$ cat src/design/fsp_pkg.sv
// Purpose: Shared constants and types for the protection command host.
// Assumes: 16-bit flash bus, 22-bit word address, 40 MHz clock.
// Notes:   Register offsets are byte addresses on the local port.
package fsp_pkg;

  // ------------------------------------------------------------
  // Widths
  // ------------------------------------------------------------
  localparam int ADDR_W = 22;
  localparam int DATA_W = 16;
  localparam int REG_AW = 8;
  localparam int REG_DW = 32;

  // ------------------------------------------------------------
  // Local register map
  // ------------------------------------------------------------
  localparam logic [7:0] REG_CMD    = 8'h00;
  localparam logic [7:0] REG_ADDR   = 8'h04;
  localparam logic [7:0] REG_WDATA  = 8'h08;
  localparam logic [7:0] REG_STATUS = 8'h0c;
  localparam logic [7:0] REG_RDATA  = 8'h10;
  localparam logic [7:0] REG_PWD0   = 8'h20;
  localparam logic [7:0] REG_PWD3   = 8'h2c;
  localparam int ST_BUSY  = 0;
  localparam int ST_ERR   = 1;
  localparam int ST_DQ0   = 2;
  localparam int ST_MODE  = 4;

  // ------------------------------------------------------------
  // Bus codes
  // ------------------------------------------------------------
  localparam logic [21:0] UNLOCK_A1  = 22'h000555;
  localparam logic [21:0] UNLOCK_A2  = 22'h0002aa;
  localparam logic [21:0] ZERO_ADDR  = 22'h000000;
  localparam logic [15:0] KEY1       = 16'h00aa;
  localparam logic [15:0] KEY2       = 16'h0055;
  localparam logic [15:0] ENT_LOCK   = 16'h0040;
  localparam logic [15:0] ENT_PW     = 16'h0060;
  localparam logic [15:0] ENT_NV     = 16'h00c0;
  localparam logic [15:0] ENT_FRZ    = 16'h0050;
  localparam logic [15:0] ENT_VOL    = 16'h00e0;
  localparam logic [15:0] PROG_CODE  = 16'h00a0;
  localparam logic [15:0] EXIT1      = 16'h0090;
  localparam logic [15:0] ZERO_DATA  = 16'h0000;
  localparam logic [15:0] BIT_CLR    = 16'h0001;
  localparam logic [15:0] ERASE1     = 16'h0080;
  localparam logic [15:0] ERASE2     = 16'h0030;
  localparam logic [15:0] PWU_START  = 16'h0025;
  localparam logic [15:0] PWU_KEY    = 16'h0003;
  localparam logic [15:0] PWU_END    = 16'h0029;
  localparam logic [15:0] RESET_CODE = 16'h00f0;

  // ------------------------------------------------------------
  // Timing
  // ------------------------------------------------------------
  localparam int CLK_MHZ     = 40;
  localparam int PHASE_NS    = 50;
  localparam int PHASE_CYC   = (PHASE_NS * CLK_MHZ + 999) / 1000;
  localparam int SYNC_STAGES = 2;
  localparam logic [3:0] PHASE_LAST = 4'(PHASE_CYC - 1);
  localparam logic [3:0] SYNC_LAST  = 4'(SYNC_STAGES - 1);

  // ------------------------------------------------------------
  // Types
  // ------------------------------------------------------------
  typedef enum logic [3:0] {
    OP_ENTER_LOCK, OP_ENTER_PW, OP_ENTER_NV, OP_ENTER_FRZ,
    OP_ENTER_VOL, OP_EXIT, OP_RESET, OP_PROG, OP_DYB_CLR,
    OP_READ, OP_UNLOCK, OP_ERASE_ALL
  } fsp_op_e;

  typedef enum logic [2:0] {
    MODE_ARRAY, MODE_LOCK, MODE_PW, MODE_NV, MODE_FRZ, MODE_VOL
  } fsp_mode_e;

  typedef struct packed {
    logic              rd;
    logic [ADDR_W-1:0] addr;
    logic [DATA_W-1:0] data;
  } fsp_cycle_s;

  typedef struct packed {
    logic [ADDR_W-1:0] addr;
    logic [DATA_W-1:0] dq;
    logic              dq_oe_n;
    logic              ce_n;
    logic              we_n;
    logic              oe_n;
  } fsp_pins_s;

endpackage : fsp_pkg

$ cat src/design/fsp_sync.sv
// Purpose: Two-stage synchroniser for the flash data pins.
// Assumes: Pins change asynchronously to sys_clk_in.
// Notes:   Only stage two is visible outside.
`timescale 1ns/100ps
`default_nettype none
module fsp_sync
  import fsp_pkg::*;
(
  // Clock and reset
  input  wire logic              sys_clk_in,
  input  wire logic              rst_in,
  // Data
  input  wire logic [DATA_W-1:0] d_in,
  output logic      [DATA_W-1:0] q_out
);

  logic [DATA_W-1:0] meta_ff;

  always_ff @(posedge sys_clk_in) begin
    if (rst_in) begin
      meta_ff <= 16'h0000;
      q_out   <= 16'h0000;
    end else begin
      meta_ff <= d_in;
      q_out   <= meta_ff;
    end
  end

endmodule : fsp_sync
`default_nettype wire

$ cat src/design/fsp_bus_cycle.sv
// Purpose: Runs one flash bus cycle, read or write, on the pins.
// Assumes: Data input already synchronised, SYNC_STAGES late.
// Notes:   Setup, strobe and hold each last PHASE_CYC clocks.
`timescale 1ns/100ps
`default_nettype none
module fsp_bus_cycle
  import fsp_pkg::*;
(
  // Clock and reset
  input  wire logic              sys_clk_in,
  input  wire logic              rst_in,
  // Cycle request
  input  wire logic              req_valid_in,
  input  wire fsp_cycle_s        req_in,
  output logic                   done_out,
  output logic      [DATA_W-1:0] rdata_out,
  // Flash side
  input  wire logic [DATA_W-1:0] dq_sync_in,
  output fsp_pins_s              pins_out
);

  typedef enum logic [2:0] {
    CYC_IDLE, CYC_SETUP, CYC_STROBE, CYC_SAMPLE, CYC_HOLD
  } fsp_cyc_e;

  fsp_cyc_e   state_ff;
  logic [3:0] cnt_ff;
  logic       rd_ff;
  logic       cnt_end;

  // Sample phase covers the synchroniser delay
  assign cnt_end = (state_ff == CYC_SAMPLE) ? (cnt_ff == SYNC_LAST)
                                            : (cnt_ff == PHASE_LAST);

  // ------------------------------------------------------------
  // Phase divider
  // ------------------------------------------------------------
  always_ff @(posedge sys_clk_in) begin
    if (rst_in || state_ff == CYC_IDLE || cnt_end) begin
      cnt_ff <= 4'h0;
    end else begin
      cnt_ff <= cnt_ff + 4'h1;
    end
  end

  always_ff @(posedge sys_clk_in) begin
    if (rst_in) begin
      state_ff <= CYC_IDLE;
    end else begin
      unique case (state_ff)
        CYC_IDLE:   if (req_valid_in) state_ff <= CYC_SETUP;
        CYC_SETUP:  if (cnt_end) state_ff <= CYC_STROBE;
        CYC_STROBE: if (cnt_end) state_ff <= rd_ff ? CYC_SAMPLE : CYC_HOLD;
        CYC_SAMPLE: if (cnt_end) state_ff <= CYC_HOLD;
        CYC_HOLD:   if (cnt_end) state_ff <= CYC_IDLE;
        default:    state_ff <= CYC_IDLE;
      endcase
    end
  end

  // ------------------------------------------------------------
  // Pins
  // ------------------------------------------------------------
  always_ff @(posedge sys_clk_in) begin
    if (rst_in) begin
      pins_out  <= '{addr: 22'h000000, dq: 16'h0000, dq_oe_n: 1'b1,
                     ce_n: 1'b1, we_n: 1'b1, oe_n: 1'b1};
      rd_ff     <= 1'b0;
      done_out  <= 1'b0;
      rdata_out <= 16'h0000;
    end else begin
      done_out <= 1'b0;
      unique case (state_ff)
        CYC_IDLE: if (req_valid_in) begin
          rd_ff            <= req_in.rd;
          pins_out.addr    <= req_in.addr;
          pins_out.dq      <= req_in.data;
          pins_out.dq_oe_n <= req_in.rd;
          pins_out.ce_n    <= 1'b0;
        end
        CYC_SETUP: if (cnt_end) begin
          pins_out.we_n <= rd_ff;
          pins_out.oe_n <= ~rd_ff;
        end
        // Device latches write data on the rising strobe
        CYC_STROBE: if (cnt_end && !rd_ff) pins_out.we_n <= 1'b1;
        CYC_SAMPLE: if (cnt_end) begin
          rdata_out     <= dq_sync_in;
          pins_out.oe_n <= 1'b1;
        end
        CYC_HOLD: if (cnt_end) begin
          pins_out.ce_n    <= 1'b1;
          pins_out.dq_oe_n <= 1'b1;
          done_out         <= 1'b1;
        end
        default: done_out <= 1'b0;
      endcase
    end
  end

endmodule : fsp_bus_cycle
`default_nettype wire

$ cat src/design/fsp_host.sv
// Purpose: Host controller issuing sector protection command sequences.
// Assumes: Flash in 16-bit mode; software polls busy in STATUS.
// Notes:   Refused commands set a sticky error bit, write 1 clears.
`timescale 1ns/100ps
`default_nettype none
module fsp_host
  import fsp_pkg::*;
(
  // Clock and reset
  input  wire logic              sys_clk_in,
  input  wire logic              rst_in,
  // Register port
  input  wire logic [REG_AW-1:0] reg_addr_in,
  input  wire logic [REG_DW-1:0] reg_wdata_in,
  input  wire logic              reg_wr_in,
  input  wire logic              reg_rd_in,
  output logic      [REG_DW-1:0] reg_rdata_out,
  // Flash pins
  input  wire logic [DATA_W-1:0] flash_dq_in,
  output fsp_pins_s              flash_pins_out,
  output logic                   accel_out
);

  typedef enum logic [1:0] {SEQ_IDLE, SEQ_ISSUE, SEQ_WAIT} fsp_seq_e;

  fsp_seq_e          seq_ff;
  fsp_op_e           op_ff;
  fsp_mode_e         mode_ff;
  logic [2:0]        step_ff;
  logic [ADDR_W-1:0] addr_ff;
  logic [DATA_W-1:0] wdata_ff;
  logic [DATA_W-1:0] pwd_ff [4];
  logic [DATA_W-1:0] rdata_ff;
  logic              err_ff;
  logic              dq0_ff;
  logic              accel_ff;
  logic              req_valid_ff;
  fsp_cycle_s        req_ff;

  logic [DATA_W-1:0] dq_sync;
  logic [DATA_W-1:0] cyc_rdata;
  logic              cyc_done;
  logic              cmd_wr;
  logic              cmd_ok;
  logic              busy;
  logic              last_step;
  logic              sw_wr;
  fsp_op_e           cmd_op;
  logic [DATA_W-1:0] pw_word;
  logic [2:0]        pw_sel;

  // ------------------------------------------------------------
  // Decode helpers
  // ------------------------------------------------------------
  function automatic logic [2:0] pwd_slot(input logic [REG_AW-1:0] a);
    // Bit 2 flags a hit, bits 1:0 give the portion
    logic [2:0] s;
    s = 3'h0;
    if (a >= REG_PWD0 && a <= REG_PWD3 && a[1:0] == 2'h0) begin
      s = {1'b1, a[3:2]};
    end
    return s;
  endfunction : pwd_slot

  function automatic logic [ADDR_W-1:0] pw_addr(input logic [1:0] p);
    return {20'h00000, p};
  endfunction : pw_addr

  function automatic logic [DATA_W-1:0] enter_code(input fsp_op_e op);
    logic [DATA_W-1:0] c;
    unique case (op)
      OP_ENTER_LOCK: c = ENT_LOCK;
      OP_ENTER_PW:   c = ENT_PW;
      OP_ENTER_NV:   c = ENT_NV;
      OP_ENTER_FRZ:  c = ENT_FRZ;
      default:       c = ENT_VOL;
    endcase
    return c;
  endfunction : enter_code

  function automatic fsp_mode_e enter_mode(input fsp_op_e op);
    fsp_mode_e m;
    unique case (op)
      OP_ENTER_LOCK: m = MODE_LOCK;
      OP_ENTER_PW:   m = MODE_PW;
      OP_ENTER_NV:   m = MODE_NV;
      OP_ENTER_FRZ:  m = MODE_FRZ;
      default:       m = MODE_VOL;
    endcase
    return m;
  endfunction : enter_mode

  function automatic logic is_enter(input fsp_op_e op);
    return op inside {OP_ENTER_LOCK, OP_ENTER_PW, OP_ENTER_NV,
                      OP_ENTER_FRZ, OP_ENTER_VOL};
  endfunction : is_enter

  function automatic logic op_legal(input fsp_op_e op, input fsp_mode_e md);
    logic ok;
    unique case (op)
      OP_RESET:                    ok = 1'b1;
      OP_EXIT, OP_PROG, OP_READ:   ok = (md != MODE_ARRAY);
      OP_DYB_CLR:                  ok = (md == MODE_VOL);
      OP_UNLOCK:                   ok = (md == MODE_PW);
      OP_ERASE_ALL:                ok = (md == MODE_NV);
      default:                     ok = (md == MODE_ARRAY);
    endcase
    return ok;
  endfunction : op_legal

  // Index of the last bus cycle of an operation
  function automatic logic [2:0] op_last(input fsp_op_e op, input fsp_mode_e md);
    logic [2:0] n;
    unique case (op)
      OP_RESET:  n = 3'h0;
      OP_READ:   n = (md == MODE_PW) ? 3'h3 : 3'h0;
      OP_UNLOCK: n = 3'h6;
      OP_EXIT, OP_PROG, OP_DYB_CLR, OP_ERASE_ALL: n = 3'h1;
      default:   n = 3'h2;
    endcase
    return n;
  endfunction : op_last

  // ------------------------------------------------------------
  // Bus cycle builder
  // ------------------------------------------------------------
  // Open address and data bits are driven as zero
  function automatic fsp_cycle_s op_cycle(
    input fsp_op_e           op,
    input fsp_mode_e         md,
    input logic [2:0]        st,
    input logic [ADDR_W-1:0] sa,
    input logic [DATA_W-1:0] wd,
    input logic [DATA_W-1:0] pw
  );
    fsp_cycle_s c;
    c = '{rd: 1'b0, addr: ZERO_ADDR, data: ZERO_DATA};
    unique case (op)
      OP_EXIT:      c.data = (st == 3'h0) ? EXIT1 : ZERO_DATA;
      OP_RESET:     c.data = RESET_CODE;
      OP_ERASE_ALL: c.data = (st == 3'h0) ? ERASE1 : ERASE2;
      OP_PROG, OP_DYB_CLR: begin
        if (st == 3'h0) begin
          c.data = PROG_CODE;
        end else begin
          unique case (md)
            MODE_LOCK: c.data = wd;
            MODE_PW: begin
              c.addr = pw_addr(sa[1:0]);
              c.data = wd;
            end
            MODE_NV:   c.addr = sa;
            MODE_VOL: begin
              c.addr = sa;
              c.data = (op == OP_DYB_CLR) ? BIT_CLR : ZERO_DATA;
            end
            default:   c.data = ZERO_DATA;
          endcase
        end
      end
      OP_READ: begin
        c.rd = 1'b1;
        unique case (md)
          MODE_PW:           c.addr = pw_addr(st[1:0]);
          MODE_NV, MODE_VOL: c.addr = sa;
          default:           c.addr = ZERO_ADDR;
        endcase
      end
      OP_UNLOCK: begin
        unique case (st)
          3'h0:    c.data = PWU_START;
          3'h1:    c.data = PWU_KEY;
          3'h6:    c.data = PWU_END;
          default: begin
            c.addr = pw_addr(2'(st - 3'h2));
            c.data = pw;
          end
        endcase
      end
      default: begin
        unique case (st)
          3'h0:    c = '{rd: 1'b0, addr: UNLOCK_A1, data: KEY1};
          3'h1:    c = '{rd: 1'b0, addr: UNLOCK_A2, data: KEY2};
          default: c = '{rd: 1'b0, addr: UNLOCK_A1, data: enter_code(op)};
        endcase
      end
    endcase
    return c;
  endfunction : op_cycle

  // ------------------------------------------------------------
  // Command acceptance
  // ------------------------------------------------------------
  assign busy      = (seq_ff != SEQ_IDLE);
  assign cmd_wr    = reg_wr_in && (reg_addr_in == REG_CMD);
  assign cmd_op    = fsp_op_e'(reg_wdata_in[3:0]);
  assign cmd_ok    = !busy && (reg_wdata_in[3:0] <= 4'(OP_ERASE_ALL))
                     && op_legal(cmd_op, mode_ff);
  assign last_step = (step_ff == op_last(op_ff, mode_ff));
  assign sw_wr     = reg_wr_in && !busy;
  assign pw_word   = pwd_ff[2'(step_ff - 3'h2)];
  assign pw_sel    = pwd_slot(reg_addr_in);

  always_ff @(posedge sys_clk_in) begin
    if (rst_in) begin
      seq_ff       <= SEQ_IDLE;
      op_ff        <= OP_RESET;
      step_ff      <= 3'h0;
      req_valid_ff <= 1'b0;
      req_ff       <= '{rd: 1'b0, addr: 22'h000000, data: 16'h0000};
    end else begin
      req_valid_ff <= 1'b0;
      unique case (seq_ff)
        SEQ_IDLE: if (cmd_wr && cmd_ok) begin
          op_ff   <= cmd_op;
          step_ff <= 3'h0;
          seq_ff  <= SEQ_ISSUE;
        end
        SEQ_ISSUE: begin
          req_ff       <= op_cycle(op_ff, mode_ff, step_ff, addr_ff,
                                   wdata_ff, pw_word);
          req_valid_ff <= 1'b1;
          seq_ff       <= SEQ_WAIT;
        end
        SEQ_WAIT: if (cyc_done) begin
          if (last_step) begin
            seq_ff <= SEQ_IDLE;
          end else begin
            step_ff <= step_ff + 3'h1;
            seq_ff  <= SEQ_ISSUE;
          end
        end
        default: seq_ff <= SEQ_IDLE;
      endcase
    end
  end

  // ------------------------------------------------------------
  // Mode tracking
  // ------------------------------------------------------------
  always_ff @(posedge sys_clk_in) begin
    if (rst_in) begin
      mode_ff <= MODE_ARRAY;
    end else if (seq_ff == SEQ_WAIT && cyc_done && last_step) begin
      if (is_enter(op_ff)) begin
        mode_ff <= enter_mode(op_ff);
      end else if (op_ff == OP_EXIT || op_ff == OP_RESET) begin
        mode_ff <= MODE_ARRAY;
      end
    end
  end

  // Accelerate input high for the whole set or clear sequence
  always_ff @(posedge sys_clk_in) begin
    if (rst_in) begin
      accel_ff <= 1'b0;
    end else if (cmd_wr && cmd_ok) begin
      accel_ff <= (cmd_op == OP_DYB_CLR) || (cmd_op == OP_PROG &&
                  (mode_ff == MODE_NV || mode_ff == MODE_VOL));
    end else if (!busy) begin
      accel_ff <= 1'b0;
    end
  end

  assign accel_out = accel_ff;

  // ------------------------------------------------------------
  // Read results
  // ------------------------------------------------------------
  always_ff @(posedge sys_clk_in) begin
    if (rst_in) begin
      rdata_ff <= 16'h0000;
      dq0_ff   <= 1'b0;
    end else if (seq_ff == SEQ_WAIT && cyc_done && req_ff.rd) begin
      rdata_ff <= cyc_rdata;
      dq0_ff   <= cyc_rdata[0];
    end
  end

  // Password store: software writes while idle, reads fill it
  always_ff @(posedge sys_clk_in) begin
    if (rst_in) begin
      for (int i = 0; i < 4; i++) begin
        pwd_ff[i] <= 16'h0000;
      end
    end else if (seq_ff == SEQ_WAIT && cyc_done && req_ff.rd
                 && mode_ff == MODE_PW) begin
      pwd_ff[step_ff[1:0]] <= cyc_rdata;
    end else if (sw_wr && pw_sel[2]) begin
      pwd_ff[pw_sel[1:0]] <= reg_wdata_in[15:0];
    end
  end

  // ------------------------------------------------------------
  // Operand registers
  // ------------------------------------------------------------
  // Frozen while busy so a sequence sees stable operands
  always_ff @(posedge sys_clk_in) begin
    if (rst_in) begin
      addr_ff  <= 22'h000000;
      wdata_ff <= 16'h0000;
    end else if (sw_wr) begin
      if (reg_addr_in == REG_ADDR) begin
        addr_ff <= reg_wdata_in[ADDR_W-1:0];
      end
      if (reg_addr_in == REG_WDATA) begin
        wdata_ff <= reg_wdata_in[DATA_W-1:0];
      end
    end
  end

  // Sticky error; a new refusal wins over the clear
  always_ff @(posedge sys_clk_in) begin
    if (rst_in) begin
      err_ff <= 1'b0;
    end else if (cmd_wr && !cmd_ok) begin
      err_ff <= 1'b1;
    end else if (reg_wr_in && reg_addr_in == REG_STATUS
                 && reg_wdata_in[ST_ERR]) begin
      err_ff <= 1'b0;
    end
  end

  // ------------------------------------------------------------
  // Register read port
  // ------------------------------------------------------------
  always_ff @(posedge sys_clk_in) begin
    if (rst_in || !reg_rd_in) begin
      reg_rdata_out <= 32'h00000000;
    end else if (pw_sel[2]) begin
      reg_rdata_out <= {16'h0000, pwd_ff[pw_sel[1:0]]};
    end else begin
      unique case (reg_addr_in)
        REG_CMD:    reg_rdata_out <= {28'h0000000, op_ff};
        REG_ADDR:   reg_rdata_out <= {10'h000, addr_ff};
        REG_WDATA:  reg_rdata_out <= {16'h0000, wdata_ff};
        REG_RDATA:  reg_rdata_out <= {16'h0000, rdata_ff};
        REG_STATUS: reg_rdata_out <= {25'h0000000, mode_ff, 1'b0,
                                      dq0_ff, err_ff, busy};
        default:    reg_rdata_out <= 32'h00000000;
      endcase
    end
  end

  // ------------------------------------------------------------
  // Pin side
  // ------------------------------------------------------------
  fsp_sync u_sync (
    .sys_clk_in (sys_clk_in),
    .rst_in     (rst_in),
    .d_in       (flash_dq_in),
    .q_out      (dq_sync)
  );

  fsp_bus_cycle u_cycle (
    .sys_clk_in   (sys_clk_in),
    .rst_in       (rst_in),
    .req_valid_in (req_valid_ff),
    .req_in       (req_ff),
    .done_out     (cyc_done),
    .rdata_out    (cyc_rdata),
    .dq_sync_in   (dq_sync),
    .pins_out     (flash_pins_out)
  );

endmodule : fsp_host
`default_nettype wire

$ cat config.mk
export PLATFORM = sky130hd
export DESIGN_NAME = fsp_host
export DESIGN_NICKNAME = d
export VERILOG_FILES = /design/src/design/fsp_pkg.sv /design/src/design/fsp_sync.sv /design/src/design/fsp_bus_cycle.sv /design/src/design/fsp_host.sv
export SDC_FILE = /design/constraint.sdc
export NUM_CORES = 1
export LEC_CHECK = 0
export BUFFER_PORTS_ARGS = -buffer_cell sky130_fd_sc_hd__buf_2
export CAP_MARGIN = 5
export CORE_MARGIN = 4
export CORE_UTILIZATION = 53
export DETAILED_ROUTE_END_ITERATION = 12
export PLACE_DENSITY = 0.83
export SYNTH_ARGS = -nofsm -noshare
export SYNTH_HDL_FRONTEND = slang
export SYNTH_SLANG_ARGS = --single-unit
$ cat constraint.sdc
create_clock -name sys_clk_in -period 2.93 [get_ports sys_clk_in]
set_input_delay 0.586 -clock sys_clk_in [delete_from_list [all_inputs] [get_ports sys_clk_in]]
set_output_delay 0.586 -clock sys_clk_in [all_outputs]
set_load 0.01 [all_outputs]
# After elaboration in Yosys (flattened, before gate mapping)
# Memories as Yosys holds them, arrays and structs flattened.
# Cells that the tools add are included.
[classes]
div = 0
order_cmp = 3
n_mux = 68
n_reduce_logical = 67
addsub = 3
bitwise_logic = 2
shift = 0
mul = 0
eq_ne = 46
[ops]
columns = ["operator", "count"]
rows = [
  ["22-bit one-hot mux with 5 select lines", 1],
  ["16-bit one-hot mux with 6 select lines", 1],
  ["22-bit one-hot mux with 2 select lines", 2],
  ["22-bit one-hot mux with 4 select lines", 1],
  ["16-bit two-way mux", 4],
  ["27-bit one-hot mux with 2 select lines", 1],
  ["16-bit one-hot mux with 3 select lines", 1],
  ["3-bit two-way mux", 12],
  ["4-bit equality test (second input constant)", 8],
  ["16-bit one-hot mux with 2 select lines", 1],
  ["8-bit one-hot mux with 4 select lines", 1],
  ["16-bit OR reduction", 2],
  ["4-bit by 3-bit equality test with 1-bit output (second input constant)", 7],
  ["3-bit one-hot mux with 4 select lines", 2],
  ["22-bit two-way mux", 1],
  ["1-bit two-way mux", 21],
  ["2-bit two-way mux", 9],
  ["1-bit logical AND", 17],
  ["8-bit by 4-bit equality test with 1-bit output (second input constant)", 2],
  ["8-bit two-way mux", 2],
  ["3-bit one-hot mux with 5 select lines", 1],
  ["2-bit by 1-bit inequality test with 1-bit output (second input constant)", 7],
  ["2-bit AND reduction", 7],
  ["2-bit nonzero test", 7],
  ["other kinds (38)", 71],
]
[word_totals]
input_bits = 60
n_memories = 1
ram_bits = 64
ff_bits = 230
latch_bits = 0
output_inout_bits = 75
romBits = 0
wordCells = 219
[memory_table]
columns = ["name", "words", "width", "read_ports", "rd_ports_with_merged_regs", "write_ports", "line_no", "rtl"]
rows = [
  ["pwd_ff", 4, 16, 2, 0, 4, "fsp_host.sv:32", "logic [DATA_W-1:0] pwd_ff [4];"],
]

# Longest topological paths before layout
# Gate-level depths: netlist of run 1.
[depth]
word_depth = 11
depth_mapped = 10
ltp_nobuf = 9

# By module
# A second synthesis of run 1 with hierarchy kept.
[unflattened]
cells_unflattened = 1322
hier_area_um2 = 12547.0
[by_module_without_submodules]
columns = ["mod", "cells_each", "n_inst", "area_per_inst_um2"]
rows = [
  ["fsp_host", 952, 1, 9125.0],
  ["fsp_bus_cycle", 303, 1, 2558.7],
  ["fsp_sync", 67, 1, 863.3],
]

# Worst setup path after synthesis of run 1
# No wires, ideal clock.
[synth_path]
kind = "input to register"
startpoint = "input reg_addr_in[1]"
endpoint = "memory pwd_ff[1][0] (enable)"
slack_ns = -0.239
setup_ns = 0.372
required_ns = 2.558
arrival_ns = 2.797
stages = 9
path_buffers = 2
cell_sequence = "or4_4 -> nor3b_4 -> nor3b_4 -> nand2b_1 -> o21ai_1 -> nand2b_1 -> buf_2 -> buf_2 -> nand2_1"
[synth_lines]
columns = ["element", "line_no", "rtl"]
rows = [
  ["start: declaration", "fsp_host.sv:13", "input wire logic [REG_AW-1:0] reg_addr_in,"],
  ["end: declaration", "fsp_host.sv:32", ""],
]

# Worst setup path after layout of run 1
[layout_path]
startpoint = "register op_ff[0]"
endpoint = "register mode_ff[2]"
[layout_between]
elab_chain_cells = 6
elab_cells_between_ends = 22
classes_between = "eq/ne: 12; mux: 3; reduce/logical: 7"
[layout_lines]
columns = ["element", "line_no", "rtl"]
rows = [
  ["start: declaration", "fsp_host.sv:27", "fsp_op_e op_ff;"],
  ["start signal: assignment", "fsp_host.sv:215", "op_ff <= cmd_op;"],
  ["4-bit equality test, or another cell as far along", "fsp_host.sv:114", "unique case (op)"],
  ["4-bit OR reduction", "fsp_host.sv:114", ""],
  ["3-bit one-hot mux with 4 select lines", "fsp_host.sv:114", ""],
  ["3-bit equality test", "fsp_host.sv:199", "assign last_step = (step_ff == op_last(op_ff, mode_ff));"],
  ["1-bit logical AND", "fsp_host.sv:244", "end else if (seq_ff == SEQ_WAIT && cyc_done && last_step) begin"],
  ["2-bit AND reduction (no source line)", "-", ""],
  ["end signal: assignment", "fsp_host.sv:246", "mode_ff <= enter_mode(op_ff);"],
  ["end: declaration", "fsp_host.sv:28", "fsp_mode_e mode_ff;"],
]
# Several ways; a longest one is shown, not always the timed one.
# A chain may end at the register's enable or synchronous reset.

==> run metrics, run 1 <==
XOR/XNOR share of the synthesized area=0.287%; first-pass GRT wire length=51.7 mm; CP dominant cell by count=or3_1; Syn Std Cell Area=12200 um2; # IOs=135; share of layout cells above drive strength 1=17.7%; max-slew violations=0; CP Data Required Time=3.40 ns; async set or reset register ratio after synthesis=0%; setup_tns=0 ns; syn_area_per_cell=9.28 um2; Final Hold Viols=0; r2r setup slk=0.19 ns; post-synthesis adder-cell area fraction=0.614%; H-tree levels=1; crit path kind=reg2reg; Unique masters post-synth=72; number of flops mapped to enable cells by yosys=64; WP data arrival=3.21 ns; final net count=1474; Longest Clk Path Bufs=3; Final setup viols=0; Min-Delay Path Class=in2reg; Seq/Total Area, Yosys=53.2%; Reg clk slew, reported paths=0.06 ns; initial antenna violation count=1; dpl cells=1661; clock sinks=293; status=completed; TritonCTS clock tree=yes; pin count of the biggest net entering global routing=101; GRT Util Overall=24.7%; cell taking the most area after synthesis=dfxtp_1; final WL=32.9 mm; row cnt=55; Num CTS Buffers=30; Slew @ Worst Pin=1.04 ns; DRT iter0 DRCs=1772; number of detailed-route iterations in the first pass=7; unrepaired setup endpoints after global routing=no; CP max stage cell=dfxtp_1; Syn Inst Count=1317; mux share of post-synthesis cell area=6.33%; DP Area=13100 um2; CP Launch Type=flip-flop; Synth Area in Compound Gates=15.4%; grt total ovfl=0; ANT cells=0; Post-CTS Setup Inserts=0; final period utilization=93.5%; Critical Path End=mode_ff[2]; Worst slew margin=30.6%; Post-synth top flop=dfxtp_1; Design Area, Final=14100 um2; Clock Tree Root=clkbuf_16; CP max FO=19; vias in the first global route=9694; power density cells=585 nW/um2; ANT nets after route=0; share of the synthesized area in the top cell type=37.5%; via count=10300; CP Cell Sequence=inv_1 -> or3_1 -> and3_1 -> a311oi_2 -> nand4b_2 -> or3_1 -> a21oi_2; Gates resized, CTS repair=0; routed length per placed instance=19.2 um; RR Startpoint=op_ff[0]; routed vias/inst=6.01; Cell Count, Final, Fillers Out=1717; P_leak=0.00519 uW; min Tclk post-route=2.74 ns; max-cap viol count=0; synthesis warning total=0; Clock Latency Late Sink=0.55 ns; Final HPWL DP=22.7 mm; number of remaining DRC errors=0; Post-CTS Hold Fix Bufs=0; crit end category=flip-flop; combinational family with the most area after synthesis=simple AND/OR/NAND/NOR gates; Synth Register Bits=293; RR Endpoint=mode_ff[2]; Core Region=22600 um2; slowest stage delay, CP=0.72 ns; CP startpoint=op_ff[0]; simple-gate share of the synthesized area=19.4%; # fillers=1797; most frequent cells in the layout=nand2_1, dfxtp_1, a21oi_1; gpl congestion=0.982; DIE AREA=25600 um2; area delta synth->final=15.4%; port bufs=114; top post-synthesis cells by area=dfxtp_1, edfxtp_1, nand2_1; VDD IR-drop max=0.450 mV; Starting Density=54.0%; chip height=160 um; Max Clock Freq=365 MHz; skew final=0.0108 ns; commonest non-fill, non-tap cell in the layout=nand2_1; worst reg2reg path depth=7; Die X=160 um
-- how the worst min path moves through the flow --
stage                          to          startpoint  slack, ns  cells past startpoint
3_3_place_gp     u_sync.q_out[15]  u_sync.meta_ff[15]       0.42                      1
5_1_grt         u_sync.meta_ff[3]      flash_dq_in[3]       0.25                      2
6_report       u_sync.meta_ff[10]     flash_dq_in[10]       0.25                      2
4_1_cts        u_sync.meta_ff[15]     flash_dq_in[15]       0.24                      2
2_1_floorplan     u_sync.q_out[0]   u_sync.meta_ff[0]       0.41                      1
3_5_place_dp     u_sync.q_out[12]  u_sync.meta_ff[12]       0.42                      1
-- cells in the mapped netlist (all sizes together), types with 3 or more instances --
cell and n:
clkbuf 77, a211oi 5, nor2 126, o21ai 41, nor4 3, nand2 281, a22oi 36, nand4 3
a222oi 17, ha 6, a21oi 165, inv 26, mux2i 3, dfxtp 229, a31oi 10, mux4 32
and3 4, nor2b 42, nor3b 6, nand3 16, and2 11, nand4b 3, a221oi 7, nand2b 11
o211ai 5, nor3 15, buf 30, edfxtp 64
-- worst max-delay path, delay by kind of cell (launching register included) --
kind / cells / cell delay (ns)
buffers and inverters: 1 / 0.24
AOI/OAI and AO/OA: 2 / 0.38
and+or+nand+nor: 4 / 1.32
DFF: 1 / 0.72
-- power breakdown --
part | internal [uW] | switching, uW | total [uW]
sequential | 4170 | 24.7 | 4200
combinational | 96.4 | 165 | 262
clock | 2260 | 1540 | 3790
total | 6520 | 1730 | 8250
-- routing by layer --
metal / vias to the layer above / track usage, % / routed length (um)
li1: 4764 / - / -
met1: 4821 / 33.7 / 12900
met2: 609 / 40.3 / 15300
met3: 124 / 3.90 / 3510
met4: 2 / 8.37 / 1170
met5: - / 0 / 12
-- sequential cells by signal, summed over array words and instances (netlist names) --
name	cells
accel_out	1
addr_ff	22
err_ff	1
mode_ff	3
op_ff	4
pwd_ff	64
rdata_ff	16
reg_rdata_out	22
req_ff	39
req_valid_ff	1
seq_ff	2
step_ff	3
u_cycle.cnt_ff	4
u_cycle.done_out	1
u_cycle.pins_out	42
u_cycle.rd_ff	1
u_cycle.rdata_out	16
u_cycle.state_ff	3
u_sync.meta_ff	16
u_sync.q_out	16
wdata_ff	16
-- kinds of logic (layout without fill, tap and decap cells) --
| family | Yosys count | count (layout) |
|---|---|---|
| buffers and inverters | 134 | 240 |
| muxes | 37 | 37 |
| AOI/OAI and AO/OA | 308 | 308 |
| adders and majority gates | 6 | 6 |
| other | 1 | 10 |
| xor gates and xnor gates | 4 | 4 |
| and+or+nand+nor | 534 | 534 |
| DFF | 293 | 293 |
-- layout make-up --
cell class	instances	area [um2]	area share, %
inverter	27	101	0.719
clock inverter	8	104	0.737
tap	285	357	2.53
sequential	293	6510	46.1
clock buffer	48	891	6.32
multi-input combinational	899	5200	36.9
timing repair buffer	157	937	6.65
-- per-stage QoR --
step	hold slack, ns	setup WS (ns)	util (%)	power (uW)
CTS	0.236	0.259	62.3	8280
finish	0.247	0.191	62.3	8250
global placement	0.416	0.196	57.9	4530
detailed placement	0.420	0.157	57.9	4540
floorplan	0.414	0.00427	-	4440
global route	0.247	0.0186	62.3	8470
Note: power is estimated with default switching activity, not from simulation.
==> run 2: changes to the inputs <==
Settings changed: CORE_UTILIZATION 53 to 60, PLACE_DENSITY 0.83 to 0.88, RECOVER_POWER set to 100.
Clock period 2.93 ns to 3.45 ns, I/O delays scaled along.
==> run 2 against run 1 <==
  * The flow now finishes with violations (capacitance limit, slew limit)
  * Flip-flop and latch count stayed put
  * Setup slack better by 0.16 ns
  * Critical path depth is 3 higher
  * Sequential power is 15% lower
  * Routed wire length is 0.63% lower
  * Clock power is 22% lower
==> run metrics, run 2 (synthesized netlist as in run 1, its figures left out) <==
status=finished, violations left; Max Clock Freq=323 MHz; row cnt=51; via count=10400; max-slew violations=148; failing checks=capacitance limit, slew limit; DRT iter0 DRCs=1642; crit path kind=in2reg; Longest Clk Path Bufs=3; Metal-1 WL=12.1 mm; Die X=151 um; total power=6730 uW; Largest Register=pwd_ff; initial antenna violation count=0; routed length per placed instance=19.3 um; Clock Tree Root=clkbuf_16; DIE AREA=22700 um2; WP data arrival=3.44 ns; r2r setup slk=0.36 ns; met3 wire length=4.12 mm; H-tree levels=1; Register Area=6510 um2; Post-CTS Hold Fix Bufs=0; CP Cell Sequence=buf_2 -> or4_1 -> nor3_1 -> nand2_1 -> nor2_1 -> clkbuf_1 -> nand3_1 -> buf_4 -> nand2_1 -> a21oi_1; biggest regs=pwd_ff x64, u_cycle.pins_out x42, req_ff x39; Final setup viols=0; area delta synth->final=12.7%; met2 WL=15.3 mm; min Tclk post-route=3.10 ns; setup_tns=0 ns; Clock Latency Late Sink=0.54 ns; CP dominant cell by count=nand2_1; max-cap viol count=2; # fillers=1464; GRT Util Overall=28.4%; gpl congestion=1.03; area of the multi-input gates=5180 um2; chip height=151 um; final net count=1472; CP Data Required Time=3.79 ns; # IOs=135; ANT nets after route=0; clock sinks=293; commonest non-fill, non-tap cell in the layout=nand2_1; Final Hold Viols=0; pin count of the biggest net entering global routing=83; Gates resized, CTS repair=0; grt total ovfl=0; slowest stage delay, CP=0.75 ns; VDD IR-drop max=0.470 mV; number of detailed-route iterations in the first pass=6; power density cells=489 nW/um2; first-pass GRT wire length=51.1 mm; CP max stage cell=clkbuf_1; Place WS=0.368 ns; Final HPWL DP=22.5 mm; top routing layer in use=met4; number of remaining DRC errors=0; most frequent cells in the layout=nand2_1, dfxtp_1, a21oi_1; dpl cells=1641; max reg flops=64; final WL=32.7 mm; unrepaired setup endpoints after global routing=no; Cell Count, Final, Fillers Out=1693; Starting Density=62.0%; Min-Delay Path Class=in2reg; Slew @ Worst Pin=2.62 ns; share of layout cells above drive strength 1=11.8%; final period utilization=89.8%; Post-CTS Setup Inserts=0; Worst Slack Setup Final=0.351 ns; Worst slew margin=-74.3%; skew final=0.0209 ns; Num CTS Buffers=28; P_leak=0.00480 uW; crit end category=flip-flop; TritonCTS clock tree=yes; routed vias/inst=6.15; crit-path leading delay family=simple AND/OR/NAND/NOR gates; CP Launch Type=input pin; vias in the first global route=9698; Worst Path Buf+Inv=3; Reg clk slew, reported paths=0.06 ns; port bufs=114; Core Region=19700 um2; CP max FO=22
## run 2: routing by layer
layer | GRT usage [%] | vias up
met5 | 0 | -
met4 | 9.93 | 0
met3 | 7.50 | 113
met2 | 46.4 | 679
met1 | 36.8 | 4865
li1 | - | 4750
## run 2: report_power, final
part	internal (uW)	total [uW]	switching, uW
registers	3540	3560	20.9
logic	78.4	219	140
clock network	1700	2940	1240
total	5320	6730	1400
## run 2: worst paths after layout
check                                             end  depth (start not counted)             start
worst max-delay path                      addr_ff[21]                         10    reg_addr_in[1]
worst min-delay path                u_sync.meta_ff[6]                          2    flash_dq_in[6]
worst max register to register             mode_ff[2]                          7          op_ff[2]
worst min register to register  u_cycle.rdata_out[12]                          2  u_sync.q_out[12]
## run 2: stage by stage
| step | utilization [%] | hold WS [ns] | cell area (um2) |
|---|---|---|---|
| 3_3_place_gp | 66.1 | 0.416 | 13000 |
| 3_5_place_dp | 66.1 | 0.422 | 13000 |
| 4_1_cts | 70.6 | 0.358 | 13900 |
| 5_1_grt | 69.8 | 0.363 | 13800 |
| 2_1_floorplan | - | 0.414 | 12300 |
| 6_report | 69.8 | 0.367 | 13800 |
## run 2: area by class of cell
type	count	share of cell area [%]
multi-input combinational	899	37.6
antenna	1	0.0182
sequential	293	47.2
timing repair buffer	157	5.49
tap	265	2.41
clock buffer	45	6.24
clock inverter	6	0.263
inverter	27	0.736
